<file path="src/verilog/dht_pkg.sv">
// Constants shared by the dual half timer: register map, field layout,
// reset values, configuration and mode codes, divider figures.
// Assumes a 32-bit APB slave with byte addresses on paddr[11:0].
package dht_pkg;

    localparam logic [11:0] DHT_OFS_CFG    = 12'h000;
    localparam logic [11:0] DHT_OFS_MODE_A = 12'h004;
    localparam logic [11:0] DHT_OFS_MODE_B = 12'h008;
    localparam logic [11:0] DHT_OFS_CTL    = 12'h00C;
    localparam logic [11:0] DHT_OFS_IMR    = 12'h018;
    localparam logic [11:0] DHT_OFS_RIS    = 12'h01C;
    localparam logic [11:0] DHT_OFS_MIS    = 12'h020;
    localparam logic [11:0] DHT_OFS_ICR    = 12'h024;
    localparam logic [11:0] DHT_OFS_LOAD_A = 12'h028;
    localparam logic [11:0] DHT_OFS_LOAD_B = 12'h02C;
    localparam logic [11:0] DHT_OFS_MATCH  = 12'h030;
    localparam logic [11:0] DHT_OFS_PSC_A  = 12'h038;
    localparam logic [11:0] DHT_OFS_PSC_B  = 12'h03C;
    localparam logic [11:0] DHT_OFS_CNT_A  = 12'h048;
    localparam logic [11:0] DHT_OFS_CNT_B  = 12'h04C;

    // Control register bit positions
    localparam int DHT_CTL_EN_A    = 0;
    localparam int DHT_CTL_STALL_A = 1;
    localparam int DHT_CTL_CLOCK_COUNTER_ENABLE   = 4;
    localparam int DHT_CTL_OTE_A   = 5;
    localparam int DHT_CTL_EN_B    = 8;
    localparam int DHT_CTL_STALL_B = 9;
    localparam int DHT_CTL_OTE_B   = 13;

    // Status, mask and clear bit positions
    localparam int DHT_FLG_TMO_A = 0;
    localparam int DHT_FLG_RTC   = 3;
    localparam int DHT_FLG_TMO_B = 8;
    localparam int DHT_FLG_W     = 9;

    localparam logic [2:0] DHT_CFG_JOIN  = 3'h0;
    localparam logic [2:0] DHT_CFG_RTC   = 3'h1;
    localparam logic [2:0] DHT_CFG_SPLIT = 3'h4;

    localparam logic [1:0] DHT_MODE_ONESHOT  = 2'h1;
    localparam logic [1:0] DHT_MODE_PERIODIC = 2'h2;

    localparam logic [15:0] DHT_RST_CNT  = 16'hFFFF;
    localparam logic [15:0] DHT_RST_LOAD = 16'hFFFF;
    localparam logic [7:0]  DHT_RST_PSC  = 8'h00;
    localparam logic [2:0]  DHT_RST_CFG  = 3'h0;
    localparam logic [31:0] DHT_RST_MATCH = 32'hFFFF_FFFF;
    localparam logic [31:0] DHT_RTC_START = 32'h0000_0001;

    // Slow clock figures; edges per tick derived from them
    localparam int DHT_RTC_IN_HZ = 32768;
    localparam int DHT_TICK_HZ   = 1;
    localparam int DHT_RTC_DIV   = DHT_RTC_IN_HZ / DHT_TICK_HZ;

endpackage

</file>
<file path="src/verilog/dht_top.sv">
// Dual half timer: two 16-bit halves, joined 32-bit one-shot/periodic or
// slow clock counter, or two split 16-bit timers with 8-bit prescalers.
// Assumes an APB master on pclk and a slow clock on capture_pin_0.
// Operation
// - Reset sets counters and load registers to all ones, timer idle
// - Reset clears both prescale registers
// - Configuration 0 joins one-shot/periodic, 1 joins slow clock counter
// - Configuration 4 splits into two 16-bit timers
// - Split halves take their modes independently
// - Joined: load A write fills both load halves, low then high
// - Joined: count A read returns half B above half A
// - Joined timer takes one-shot or periodic from half A mode only
// - Joined timer counts down and reloads the cycle after zero
// - One-shot stops and clears its enable; periodic keeps counting
// - Zero sets sticky raw time-out; masked copy raises interrupt
// - Joined time-out triggers ADC only with half A trigger enable
// - Load write while running reaches the counter next cycle
// - Debug stall bit freezes counting during a debugger halt
// - Slow clock counter counts up, starts at one, compares to match
// - Slow pin clock is divided to a one-second tick
// - Count equal to match rolls to zero and keeps counting
// - Match sets raw and masked flags; clear bit drops both
// - Slow clock enable keeps counting through debugger halt
// - Split half counts down with optional 8-bit prescaler
// - Split half at zero reloads count and prescale; one-shot stops
// - Split time-out sets flags, interrupt, trigger when enabled
// - Mode 1 selects one-shot, mode 2 periodic
// - Writing one to a clear bit drops the flag; zero keeps it
//
// Implementation choices: the register offsets and the APB interface to the registers.
`timescale 1ns/10ps
`default_nettype none
module dht_top
    import dht_pkg::*;
#(
    parameter int unsigned RTC_DIV = DHT_RTC_DIV
) (
    input  wire logic        pclk,
    input  wire logic        presetn,
    input  wire logic        psel,
    input  wire logic        penable,
    input  wire logic        pwrite,
    input  wire logic [11:0] paddr,
    input  wire logic [31:0] pwdata,
    output logic      [31:0] prdata,
    output logic             pready,
    output logic             pslverr,
    input  wire logic        dbg_halt,
    input  wire logic        capture_pin_0,
    output logic             irq,
    output logic             adc_trigger
);

    logic [2:0]  cfg_q;
    logic [1:0]  mode_a_q;
    logic [1:0]  mode_b_q;
    logic        en_a_q;
    logic        en_b_q;
    logic        stall_a_q;
    logic        stall_b_q;
    logic        clock_counter_enable_q;
    logic        ote_a_q;
    logic        ote_b_q;
    logic [8:0]  imr_q;
    logic [8:0]  ris_q;
    logic [8:0]  ris_d;
    logic [15:0] load_a_q;
    logic [15:0] load_b_q;
    logic [31:0] match_q;
    logic [7:0]  psr_a_q;
    logic [7:0]  psr_b_q;
    logic [7:0]  psc_a_q;
    logic [7:0]  psc_b_q;
    logic [15:0] cnt_a_q;
    logic [15:0] cnt_b_q;

    function automatic logic is_timer(input logic [1:0] m);
        is_timer = (m == DHT_MODE_ONESHOT) || (m == DHT_MODE_PERIODIC);
    endfunction

    function automatic logic [31:0] fit16(input logic [15:0] v);
        fit16 = {16'h0000, v};
    endfunction

    // Bus decode
    logic setup;
    logic wr;
    logic hit;
    logic [31:0] rdata;

    assign setup = psel & ~penable;
    assign wr    = psel & penable & pready & pwrite;

    logic wr_cfg;
    logic wr_ctl;
    logic wr_load_a;
    logic wr_load_b;
    logic wr_icr;

    assign wr_cfg    = wr && (paddr == DHT_OFS_CFG);
    assign wr_ctl    = wr && (paddr == DHT_OFS_CTL);
    assign wr_load_a = wr && (paddr == DHT_OFS_LOAD_A);
    assign wr_load_b = wr && (paddr == DHT_OFS_LOAD_B);
    assign wr_icr    = wr && (paddr == DHT_OFS_ICR);

    logic joined;
    logic rtc;
    logic split;
    logic [31:0] cnt32;
    logic [31:0] load32;

    assign joined = (cfg_q == DHT_CFG_JOIN);
    assign rtc    = (cfg_q == DHT_CFG_RTC);
    assign split  = (cfg_q == DHT_CFG_SPLIT);
    assign cnt32  = {cnt_b_q, cnt_a_q};
    assign load32 = {load_b_q, load_a_q};

    // Stall and run qualifiers
    logic stall_a;
    logic stall_b;
    logic stall_rtc;
    logic run_a;
    logic run_b;
    logic tick;

    assign stall_a   = dbg_halt & stall_a_q;
    assign stall_b   = dbg_halt & stall_b_q;
    assign stall_rtc = dbg_halt & (stall_a_q | stall_b_q) & ~clock_counter_enable_q;
    // Joined timer ignores half B mode; split halves use their own
    assign run_a = en_a_q & is_timer(mode_a_q) & ~stall_a & (joined | split);
    assign run_b = en_b_q & is_timer(mode_b_q) & ~stall_b & split;

    dht_rtc_div #(
        .DIV (RTC_DIV)
    ) u_div (
        .pclk    (pclk),
        .presetn (presetn),
        .slow_in (capture_pin_0),
        .clear   (~(rtc & en_a_q)),
        .hold    (stall_rtc),
        .tick    (tick)
    );

    // Events of this cycle
    logic tmo_a;
    logic tmo_b;
    logic rtc_match;
    logic rtc_step;

    assign tmo_a = run_a && (joined ? (cnt32 == 32'h0000_0000)
                                    : (cnt_a_q == 16'h0000 && psc_a_q == 8'h00));
    assign tmo_b = run_b && (cnt_b_q == 16'h0000) && (psc_b_q == 8'h00);
    assign rtc_step  = rtc & en_a_q & ~stall_rtc & tick;
    assign rtc_match = rtc_step && (cnt32 == match_q);

    // Configuration, modes, mask, match, prescale registers
    always_ff @(posedge pclk or negedge presetn) begin
        if (!presetn) begin
            cfg_q    <= DHT_RST_CFG;
            mode_a_q <= 2'h0;
            mode_b_q <= 2'h0;
            imr_q    <= 9'h000;
            match_q  <= DHT_RST_MATCH;
            psr_a_q  <= DHT_RST_PSC;
            psr_b_q  <= DHT_RST_PSC;
        end else if (wr) begin
            case (paddr)
                DHT_OFS_CFG:    cfg_q    <= pwdata[2:0];
                DHT_OFS_MODE_A: mode_a_q <= pwdata[1:0];
                DHT_OFS_MODE_B: mode_b_q <= pwdata[1:0];
                DHT_OFS_IMR:    imr_q    <= pwdata[8:0];
                DHT_OFS_MATCH:  match_q  <= pwdata;
                DHT_OFS_PSC_A:  psr_a_q  <= pwdata[7:0];
                DHT_OFS_PSC_B:  psr_b_q  <= pwdata[7:0];
                default: begin
                end
            endcase
        end
    end

    // Load registers
    always_ff @(posedge pclk or negedge presetn) begin
        if (!presetn) begin
            load_a_q <= DHT_RST_LOAD;
            load_b_q <= DHT_RST_LOAD;
        end else begin
            if (wr_load_a) begin
                load_a_q <= pwdata[15:0];
                if (!split) begin
                    load_b_q <= pwdata[31:16];
                end
            end else if (wr_load_b) begin
                load_b_q <= pwdata[15:0];
            end
        end
    end

    // Control register; a software write beats a one-shot self-clear
    always_ff @(posedge pclk or negedge presetn) begin
        if (!presetn) begin
            en_a_q    <= 1'b0;
            en_b_q    <= 1'b0;
            stall_a_q <= 1'b0;
            stall_b_q <= 1'b0;
            clock_counter_enable_q   <= 1'b0;
            ote_a_q   <= 1'b0;
            ote_b_q   <= 1'b0;
        end else if (wr_ctl) begin
            en_a_q    <= pwdata[DHT_CTL_EN_A];
            en_b_q    <= pwdata[DHT_CTL_EN_B];
            stall_a_q <= pwdata[DHT_CTL_STALL_A];
            stall_b_q <= pwdata[DHT_CTL_STALL_B];
            clock_counter_enable_q   <= pwdata[DHT_CTL_CLOCK_COUNTER_ENABLE];
            ote_a_q   <= pwdata[DHT_CTL_OTE_A];
            ote_b_q   <= pwdata[DHT_CTL_OTE_B];
        end else begin
            if (tmo_a && mode_a_q == DHT_MODE_ONESHOT) begin
                en_a_q <= 1'b0;
            end
            if (tmo_b && mode_b_q == DHT_MODE_ONESHOT) begin
                en_b_q <= 1'b0;
            end
        end
    end

    // Counters and prescale counters
    always_ff @(posedge pclk or negedge presetn) begin
        if (!presetn) begin
            cnt_a_q <= DHT_RST_CNT;
            cnt_b_q <= DHT_RST_CNT;
            psc_a_q <= DHT_RST_PSC;
            psc_b_q <= DHT_RST_PSC;
        end else if (wr_cfg && pwdata[2:0] == DHT_CFG_RTC && !rtc) begin
            {cnt_b_q, cnt_a_q} <= DHT_RTC_START;
        end else if (joined) begin
            if (wr_load_a) begin
                {cnt_b_q, cnt_a_q} <= pwdata;
            end else if (tmo_a) begin
                {cnt_b_q, cnt_a_q} <= load32;
            end else if (run_a) begin
                {cnt_b_q, cnt_a_q} <= cnt32 - 32'h0000_0001;
            end
        end else if (rtc) begin
            if (rtc_match) begin
                {cnt_b_q, cnt_a_q} <= 32'h0000_0000;
            end else if (rtc_step) begin
                {cnt_b_q, cnt_a_q} <= cnt32 + 32'h0000_0001;
            end
        end else if (split) begin
            if (wr_load_a) begin
                cnt_a_q <= pwdata[15:0];
                psc_a_q <= psr_a_q;
            end else if (tmo_a) begin
                cnt_a_q <= load_a_q;
                psc_a_q <= psr_a_q;
            end else if (run_a) begin
                if (psc_a_q == 8'h00) begin
                    cnt_a_q <= cnt_a_q - 16'h0001;
                    psc_a_q <= psr_a_q;
                end else begin
                    psc_a_q <= psc_a_q - 8'h01;
                end
            end
            if (wr_load_b) begin
                cnt_b_q <= pwdata[15:0];
                psc_b_q <= psr_b_q;
            end else if (tmo_b) begin
                cnt_b_q <= load_b_q;
                psc_b_q <= psr_b_q;
            end else if (run_b) begin
                if (psc_b_q == 8'h00) begin
                    cnt_b_q <= cnt_b_q - 16'h0001;
                    psc_b_q <= psr_b_q;
                end else begin
                    psc_b_q <= psc_b_q - 8'h01;
                end
            end
        end
    end

    // Sticky flags: an event in the clearing cycle survives
    logic [8:0] set_vec;
    logic [8:0] clr_vec;

    always_comb begin
        set_vec = 9'h000;
        set_vec[DHT_FLG_TMO_A] = tmo_a;
        set_vec[DHT_FLG_RTC]   = rtc_match;
        set_vec[DHT_FLG_TMO_B] = tmo_b;
        clr_vec = wr_icr ? pwdata[8:0] : 9'h000;
        ris_d   = (ris_q & ~clr_vec) | set_vec;
    end

    always_ff @(posedge pclk or negedge presetn) begin
        if (!presetn) begin
            ris_q       <= 9'h000;
            irq         <= 1'b0;
            adc_trigger <= 1'b0;
        end else begin
            ris_q       <= ris_d;
            irq         <= |(ris_d & imr_q);
            adc_trigger <= (tmo_a & ote_a_q) | (tmo_b & ote_b_q);
        end
    end

    // Read mux
    always_comb begin
        hit   = 1'b1;
        rdata = 32'h0000_0000;
        case (paddr)
            DHT_OFS_CFG:    rdata = {29'h0000_0000, cfg_q};
            DHT_OFS_MODE_A: rdata = {30'h0000_0000, mode_a_q};
            DHT_OFS_MODE_B: rdata = {30'h0000_0000, mode_b_q};
            DHT_OFS_CTL: begin
                rdata[DHT_CTL_EN_A]    = en_a_q;
                rdata[DHT_CTL_STALL_A] = stall_a_q;
                rdata[DHT_CTL_CLOCK_COUNTER_ENABLE]   = clock_counter_enable_q;
                rdata[DHT_CTL_OTE_A]   = ote_a_q;
                rdata[DHT_CTL_EN_B]    = en_b_q;
                rdata[DHT_CTL_STALL_B] = stall_b_q;
                rdata[DHT_CTL_OTE_B]   = ote_b_q;
            end
            DHT_OFS_IMR:    rdata = {23'h00_0000, imr_q};
            DHT_OFS_RIS:    rdata = {23'h00_0000, ris_q};
            DHT_OFS_MIS:    rdata = {23'h00_0000, ris_q & imr_q};
            DHT_OFS_ICR:    rdata = 32'h0000_0000;
            DHT_OFS_LOAD_A: rdata = split ? fit16(load_a_q) : load32;
            DHT_OFS_LOAD_B: rdata = fit16(load_b_q);
            DHT_OFS_MATCH:  rdata = split ? fit16(match_q[15:0]) : match_q;
            DHT_OFS_PSC_A:  rdata = {24'h00_0000, psr_a_q};
            DHT_OFS_PSC_B:  rdata = {24'h00_0000, psr_b_q};
            DHT_OFS_CNT_A:  rdata = split ? fit16(cnt_a_q) : cnt32;
            DHT_OFS_CNT_B:  rdata = fit16(cnt_b_q);
            default:        hit   = 1'b0;
        endcase
    end

    // Read data captured in setup; one access cycle per transfer
    always_ff @(posedge pclk or negedge presetn) begin
        if (!presetn) begin
            pready  <= 1'b0;
            prdata  <= 32'h0000_0000;
            pslverr <= 1'b0;
        end else begin
            pready <= setup;
            if (setup) begin
                prdata  <= (pwrite || !hit) ? 32'h0000_0000 : rdata;
                pslverr <= ~hit;
            end else begin
                pslverr <= 1'b0;
            end
        end
    end
endmodule
`default_nettype wire

</file>
<file path="src/verilog/dht_rtc_div.sv">
// Slow clock divider: synchronises the capture pin, counts its rising
// edges and pulses a one-cycle tick every DIV edges.
// Assumes the pin is far slower than pclk.
`timescale 1ns/10ps
`default_nettype none
module dht_rtc_div
    import dht_pkg::*;
#(
    parameter int unsigned DIV = DHT_RTC_DIV
) (
    input  wire logic pclk,
    input  wire logic presetn,
    input  wire logic slow_in,
    input  wire logic clear,
    input  wire logic hold,
    output logic      tick
);

    logic        sync1_q;
    logic        sync2_q;
    logic        prev_q;
    logic [15:0] edges_q;
    logic        rise;

    always_ff @(posedge pclk or negedge presetn) begin
        if (!presetn) begin
            sync1_q <= 1'b0;
            sync2_q <= 1'b0;
            prev_q  <= 1'b0;
        end else begin
            sync1_q <= slow_in;
            sync2_q <= sync1_q;
            prev_q  <= sync2_q;
        end
    end

    assign rise = sync2_q & ~prev_q;

    always_ff @(posedge pclk or negedge presetn) begin
        if (!presetn) begin
            edges_q <= 16'h0000;
            tick    <= 1'b0;
        end else begin
            tick <= 1'b0;
            if (clear) begin
                edges_q <= 16'h0000;
            end else if (rise && !hold) begin
                if (edges_q == 16'(DIV - 1)) begin
                    edges_q <= 16'h0000;
                    tick    <= 1'b1;
                end else begin
                    edges_q <= edges_q + 16'h0001;
                end
            end
        end
    end

endmodule
`default_nettype wire

</file>
<file path="config.mk">
export PLATFORM = sky130hd
export DESIGN_NAME = dht_top
export DESIGN_NICKNAME = d
export VERILOG_FILES = /design/src/verilog/dht_pkg.sv /design/src/verilog/dht_top.sv /design/src/verilog/dht_rtc_div.sv
export SDC_FILE = /design/constraint.sdc
export NUM_CORES = 1
export LEC_CHECK = 0
export BUFFER_PORTS_ARGS = -buffer_cell sky130_fd_sc_hd__buf_4
export CAP_MARGIN = 10
export CORE_MARGIN = 5
export CORE_UTILIZATION = 62
export CTS_CLUSTER_SIZE = 8
export DETAILED_ROUTE_END_ITERATION = 16
export PLACE_DENSITY = 0.89
export SLEW_MARGIN = 20
export SYNTH_ARGS = -nofsm -noshare
export SYNTH_HDL_FRONTEND = slang
export SYNTH_SLANG_ARGS = --single-unit
</file>
<file path="constraint.sdc">
create_clock -name pclk -period 3.7 [get_ports pclk]
set_clock_uncertainty 0.1 [all_clocks]
set_input_delay 0.555 -clock pclk [delete_from_list [all_inputs] [get_ports pclk]]
set_output_delay 0.555 -clock pclk [all_outputs]
set_load 0.02 [all_outputs]
</file>
Word level (Yosys, flattened, before mapping)
Cells that the tools add are included.
{"block": "word_totals", "elab_cells": 218, "regBits": 216, "inputBits": 51}
{"block": "classes", "addsub": 7, "bitwise_logic": 38, "reduce_logical": 51, "n_eq_ne": 28, "n_mux": 63}
{"op": "two-way mux 16 bit", "n": 32}
{"op": "two-way mux 32 bit", "n": 4}
{"op": "one-hot mux 18 bit (5 select lines)", "n": 1}
{"op": "equality test 12 x 6 -> 1 bit (second input constant)", "n": 7}
{"op": "two-way mux 8 bit", "n": 8}
{"op": "one-hot mux 2 bit (11 select lines)", "n": 2}
{"op": "adder 32 x 1 -> 32 bit (second input constant)", "n": 1}
{"op": "equality test 32 bit", "n": 1}
{"op": "logical NOT 16 bit", "n": 2}
{"op": "logical NOT 32 bit", "n": 1}
{"op": "subtractor 16 x 1 -> 16 bit (second input constant)", "n": 2}
{"op": "subtractor 32 x 1 -> 32 bit (second input constant)", "n": 1}
{"op": "one-hot mux 2 bit (14 select lines)", "n": 1}
{"op": "bitwise AND 9 bit", "n": 3}
{"op": "equality test 12 x 4 -> 1 bit (second input constant)", "n": 2}
{"op": "equality test 12 x 5 -> 1 bit (second input constant)", "n": 2}
{"op": "equality test 12 x 7 -> 1 bit (second input constant)", "n": 2}
{"op": "bitwise AND 1 bit", "n": 20}
{"op": "one-hot mux 2 bit (10 select lines)", "n": 1}
{"op": "AND reduction 5 bit", "n": 4}
{"op": "one-hot mux 2 bit (9 select lines)", "n": 1}
{"op": "nonzero test 6 bit", "n": 3}
{"op": "adder 16 x 1 -> 16 bit (second input constant)", "n": 1}
{"op": "equality test 16 x 15 -> 1 bit (second input constant)", "n": 1}
{"op": "other kinds (30)", "n": 84}

Longest topological paths before layout
{"block": "depth", "word_depth": 13, "ltp_mapped": 14}

Cells and area by module
Synthesis repeated with hierarchy kept, for this count alone.
{"block": "hier_totals", "cells_unflattened": 1555, "hier_area_um2": 13953.4}
{"module": "dht_top", "instances": 1, "cells_each": 1451, "area_per_inst_um2": 12932.4}
{"module": "dht_rtc_div", "instances": 1, "cells_each": 104, "area_per_inst_um2": 1021.0}

Worst setup path before layout
Ideal clock, no wire load.
{"block": "synth_path", "path_kind": "reg-to-reg", "start": "reg cnt_b_q[0]", "end": "reg cnt_b_q[6]", "arrival_ps": 3249, "setup_slack_ps": 291, "path_stages_with_launch": 12, "synth_period_minus_slack_ps": 3409, "path_cell_list": "dfstp_2 clkbuf_1 inv_1 ha_1 or3b_2 or4_4 nor4_4 mux2i_1 a21o_1 a311o_1 a31oi_1 a21o_1"}
{"block": "synth_via", "elab_chain_len": 9, "word_cells_on_any_way": 29, "classes_between": "add/sub (3); eq/ne (3); mux (14); reduce/logical (9)"}
{"item": "from (decl)", "line": "dht_top.sv:75", "rtl": "logic [15:0] cnt_b_q;"}
{"item": "from (signal assigned)", "line": "dht_top.sv:237", "rtl": "{cnt_b_q, cnt_a_q} <= pwdata;"}
{"item": "from (signal assigned)", "line": "dht_top.sv:239", "rtl": "{cnt_b_q, cnt_a_q} <= load32;"}
{"item": "from (signal assigned)", "line": "dht_top.sv:241", "rtl": "{cnt_b_q, cnt_a_q} <= cnt32 - 32'h0000_0001;"}
{"item": "subtractor 16 x 1 -> 16 bit or logical NOT 16 bit (tied branches)", "line": "dht_top.sv:272, dht_top.sv:152"}
{"item": "two-way mux 16 bit or logical AND 1 bit (tied branches)", "line": "dht_top.sv:271, dht_top.sv:152"}
{"item": "two-way mux 16 bit or logical AND 1 bit (tied branches)", "line": "dht_top.sv:270, dht_top.sv:152"}
{"item": "two-way mux 16 bit", "line": "dht_top.sv:267", "rtl": "end else if (tmo_b) begin"}
{"item": "two-way mux 16 bit", "line": "dht_top.sv:264", "rtl": "if (wr_load_b) begin"}
{"item": "two-way mux 16 bit", "line": "dht_top.sv:249", "rtl": "end else if (split) begin"}
{"item": "two-way mux 16 bit", "line": "dht_top.sv:243", "rtl": "end else if (rtc) begin"}
{"item": "two-way mux 16 bit", "line": "dht_top.sv:235", "rtl": "end else if (joined) begin"}
{"item": "two-way mux 16 bit", "line": "dht_top.sv:233", "rtl": "end else if (wr_cfg && pwdata[2:0] == DHT_CFG_RTC && !rtc) begin"}
Parallel ways exist; a longest one is shown, timed or not. The select of a mux whose other input is x is not followed.
A chain may end at the register's enable or synchronous reset.

Worst setup path after layout
{"block": "layout_path", "start": "reg cnt_b_q[1]", "end": "reg cnt_a_q[7]"}
{"block": "layout_via", "elab_chain_len": 9, "word_cells_on_any_way": 19, "classes_between": "eq/ne (4); mux (10); reduce/logical (5)"}
{"item": "logical NOT 32 bit", "line": "dht_top.sv:150", "rtl": "assign tmo_a = run_a && (joined ? (cnt32 == 32'h0000_0000)"}
{"item": "two-way mux 1 bit", "line": "dht_top.sv:150"}
{"item": "logical AND 1 bit", "line": "dht_top.sv:150"}
{"item": "two-way mux 16 bit", "line": "dht_top.sv:253", "rtl": "end else if (tmo_a) begin"}
{"item": "two-way mux 16 bit", "line": "dht_top.sv:250", "rtl": "if (wr_load_a) begin"}
{"item": "two-way mux 16 bit", "line": "dht_top.sv:249"}
{"item": "two-way mux 16 bit", "line": "dht_top.sv:243"}
{"item": "two-way mux 16 bit", "line": "dht_top.sv:235"}
{"item": "two-way mux 16 bit", "line": "dht_top.sv:233"}
{"item": "to (signal assigned)", "line": "dht_top.sv:237"}
{"item": "to (signal assigned)", "line": "dht_top.sv:239"}
{"item": "to (signal assigned)", "line": "dht_top.sv:251", "rtl": "cnt_a_q <= pwdata[15:0];"}
{"item": "to (decl)", "line": "dht_top.sv:74", "rtl": "logic [15:0] cnt_a_q;"}
Parallel ways exist; a longest one is shown, timed or not. The select of a mux whose other input is x is not followed.

==> flow_metrics.env <==
export IMPL_status="finished, final reports clean"
export IMPL_synthArstFlopShare_pct=100
export IMPL_p_leak_nw=6.73
export IMPL_cts_buffers=30
export IMPL_antenna_found_initial=5
export IMPL_syn_nets=1606
export IMPL_worstHoldPathType="in -> reg"
export IMPL_numClockSinks=216
export IMPL_grtUsageMet2_pct=62.4
export IMPL_grt_usage_pct=42.7
export IMPL_io_buffers=86
export IMPL_intPower_mw=4.00
export IMPL_grt_util_met1_pct=59.0
export IMPL_utilization_pct=72.4
export IMPL_crit_path_end_kind="flop"
export IMPL_finalCritPeriodShare_pct=96.4
export IMPL_gp_congestion=1.06
export IMPL_p_switching_mw=1.23
export IMPL_yosysUniqueCellTypes=72
export IMPL_crit_fanout=19
export IMPL_peakVddDrop_uv=364
export IMPL_fp_coreArea_um2=21700
export IMPL_synthTopCellsByArea="dfrtp_1, dfstp_2, nand2_1"
export IMPL_grt_pass1_vias=13119
export IMPL_drt_iter0_markers=2280
export IMPL_dp_slack_ps=26.8
export IMPL_vias=13891
export IMPL_min_to="match_q[31]$_DFFE_PN1P_"
export IMPL_max_freq_mhz=280
export IMPL_yosysTopAreaCellShare_pct=22.2
export IMPL_met3_usage_pct=15.2
export IMPL_cts_tree="yes"
export IMPL_synth_top_area_cell="dfrtp_1"
export IMPL_overflow=0
export IMPL_hold_start="pwdata[31]"
export IMPL_synth_edf_count=0
export IMPL_tightest_slew_ps=974
export IMPL_finalSetupTns_ps=0
export IMPL_cpPeakStageDelay_ps=550
export IMPL_whs_ps=146
export IMPL_drc_errors=0
export IMPL_routed_via_density=7.17
export IMPL_die_w_um=158
export IMPL_grt_start_max_net_pins=85
export IMPL_grt_pass1_wl_um=80800
export IMPL_synth_warnings=0
export IMPL_crit_slowest_cell="or4_4"
export IMPL_fin_nets=1696
export IMPL_p_per_area_nw_per_um2=333
export IMPL_cts_root_buffer="clkbuf_16"
export IMPL_busiest_layer="met2"
export IMPL_ys_seq_area_share_pct=40.8
export IMPL_p_comb_share_pct=4.6
export IMPL_syn_to_final_growth_pct=16.1
export IMPL_cp_top_family="simple AND/OR/NAND/NOR gates"
export IMPL_totalWireLength_um=54000
export IMPL_rows=54
export IMPL_synth_common_cells="nand2_1, dfrtp_1, nor2_1, clkbuf_1, dfstp_2"
export IMPL_slew_violations=0
export IMPL_setup_violations=0
export IMPL_startpoint_type="flop"
export IMPL_synthCells=1544
export IMPL_htreeDepth=1
export IMPL_relSlewSlack_pct=34.6
export IMPL_first_pass_iters=15
export IMPL_crit_arrival_ps=3960
export IMPL_synthFlopType="dfrtp_1"
export IMPL_drv_cap=0
export IMPL_clkPwrFrac_pct=49.6
export IMPL_initial_core_util_pct=62.4
export IMPL_setup_ws_ps=134
export IMPL_rsz0062_at_grt="false"
export IMPL_period_minus_slack_ps=3570
export IMPL_cts_max_path_buffers=3
export IMPL_ios=87
export IMPL_r2r_end="cnt_a_q[7]$_DFFE_PN1P_"
export IMPL_synth_seq_cells=216
export IMPL_dp_hpwl_um=38500
export IMPL_yosysMostFrequentCell="nand2_1"
export IMPL_path_cells="inv_1 > ha_1 > or3b_2 > or4_4 > o22a_2 > or2_1 > buf_4 > nand2_1 > o211ai_1 > a311o_1 > a21oi_1"
export IMPL_clk_pin_slew_ps=60
export IMPL_clk_latency_ps=560
export IMPL_die_area_um2=24900
export IMPL_seqPwrFrac_pct=45.8
export IMPL_ant_nets=0
export IMPL_fin_total_pwr_mw=5.22
export IMPL_r2r_start="cnt_b_q[1]$_DFFE_PN1P_"
export IMPL_swShare_pct=23.5
export IMPL_reg2regPathDepth=11
export IMPL_drive_gt1_share_pct=23.5
export IMPL_holdPathStages=2
export IMPL_finalHoldViolCount=0
export IMPL_critical_path_class="reg -> reg"
export IMPL_critPathBufInv=2
export IMPL_wl_per_cell_um=27.9
export IMPL_rrSetupSlack_ps=130
export IMPL_crit_required_ps=4090
export IMPL_syn_avg_cell_area_um2=8.76
export IMPL_syn_area_um2=13500
export IMPL_die_height_um=158
-- layout make-up --
cell class / count / area (um^2)
Antenna cell: 2 / 5.00
Clock buffer: 53 / 858
Inverter: 26 / 97.6
Tap cell: 280 / 350
Fill cell: 1622 / 5980
Timing Repair Buffer: 174 / 1370
Multi-Input combinational cell: 1186 / 7500
Sequential cell: 216 / 5530
-- per-layer routing --
metal | share of wire, % | wire [um]
met1 | 38 | 20800
met2 | 42 | 22700
met3 | 15 | 8020
met4 | 4.5 | 2450
met5 | 0.076 | 41
-- cells in the final DEF (no fill, tap or decap), types with 23 or more instances in the layout --
cell / netlist / layout
mux2_2: 68 / 68
nor4_1: 27 / 23
nand2_1: 220 / 220
inv_1: 26 / 26
clkbuf_16: 0 / 31
xor2_1: 31 / 31
and3_1: 23 / 23
xnor2_1: 59 / 59
o211ai_1: 34 / 34
a22oi_1: 29 / 29
dfstp_2: 96 / 96
o21ai_0: 90 / 90
dfrtp_1: 120 / 120
a21oi_1: 76 / 76
a222oi_1: 32 / 32
nand3_1: 49 / 49
a31oi_1: 39 / 39
nor2_1: 120 / 119
nand4_1: 27 / 27
buf_4: 0 / 167
nor3_1: 38 / 37
-- timing repair --
action                                 CTS  global route
resized for setup                        0             2
setup buffers                            0             3
hold buffers                             2             0
setup endpoints to repair                0             7
endpoints found under the hold margin   34             0
-- power groups by stage --
stage | sequential, mW | combinational [mW] | clock [mW]
floorplan | 2.43 | 0.0774 | 0
global placement | 2.43 | 0.221 | 0
detailed placement | 2.43 | 0.227 | 0
CTS | 2.39 | 0.231 | 2.60
global route | 2.39 | 0.251 | 2.70
finish | 2.39 | 0.239 | 2.59
-- through the flow --
| stage | area, um^2 | instances |
|---|---|---|
| finish | 15700 | 1937 |
| global placement | 14800 | 1877 |
| global route | 15700 | 1935 |
| floorplan | 13500 | 1544 |
| detailed placement | 14800 | 1877 |
| CTS | 15700 | 1932 |
-- cell families (layout without fill, tap and decap cells) --
group / Yosys count / after routing / share of synthesized area, %
adders and majority gates: 11 / 11 / 1.02
buffers and inverters: 142 / 253 / 4.04
other: 0 / 2 / 0
and+or+nand+nor: 592 / 592 / 21.2
AOI/OAI and AO/OA: 412 / 412 / 20.5
muxes: 81 / 81 / 6.62
DFF: 216 / 216 / 40.8
xor gates and xnor gates: 90 / 90 / 5.83
-- worst register-to-register path: cells and delay by family (launching register included) --
| kind | cells | cell delay (ps) |
|---|---|---|
| AND/OR/NAND/NOR | 4 | 1450 |
| AO/OA/AOI/OAI | 4 | 930 |
| buffers and inverters | 2 | 380 |
| flip-flops | 1 | 370 |
| adder cells (fa/ha/maj) | 1 | 280 |
-- registers in the layout, summed over array words and instances (netlist names), 2 cells and up --
register,flops
load_b_q,16
psc_b_q,8
psc_a_q,8
cfg_q,3
mode_b_q,2
cnt_a_q,16
prdata,32
cnt_b_q,16
u_div.edges_q,16
psr_a_q,8
mode_a_q,2
load_a_q,16
psr_b_q,8
ris_q,9
match_q,32
imr_q,9
-- worst max-delay path by stage --
stage | start | endpoint | cells past startpoint
finish | cnt_b_q[1]$_DFFE_PN1P_ | cnt_a_q[7]$_DFFE_PN1P_ | 11
global route | cnt_b_q[1]$_DFFE_PN1P_ | cnt_a_q[7]$_DFFE_PN1P_ | 11
CTS | cnt_b_q[1]$_DFFE_PN1P_ | cnt_b_q[6]$_DFFE_PN1P_ | 10
detailed placement | paddr[4] | psc_a_q[6]$_DFFE_PN0P_ | 10
global placement | paddr[4] | psc_a_q[7]$_DFFE_PN0P_ | 10
floorplan | cnt_b_q[0]$_DFFE_PN1P_ | cnt_b_q[6]$_DFFE_PN1P_ | 11
Power figures use the tool's default switching activity.
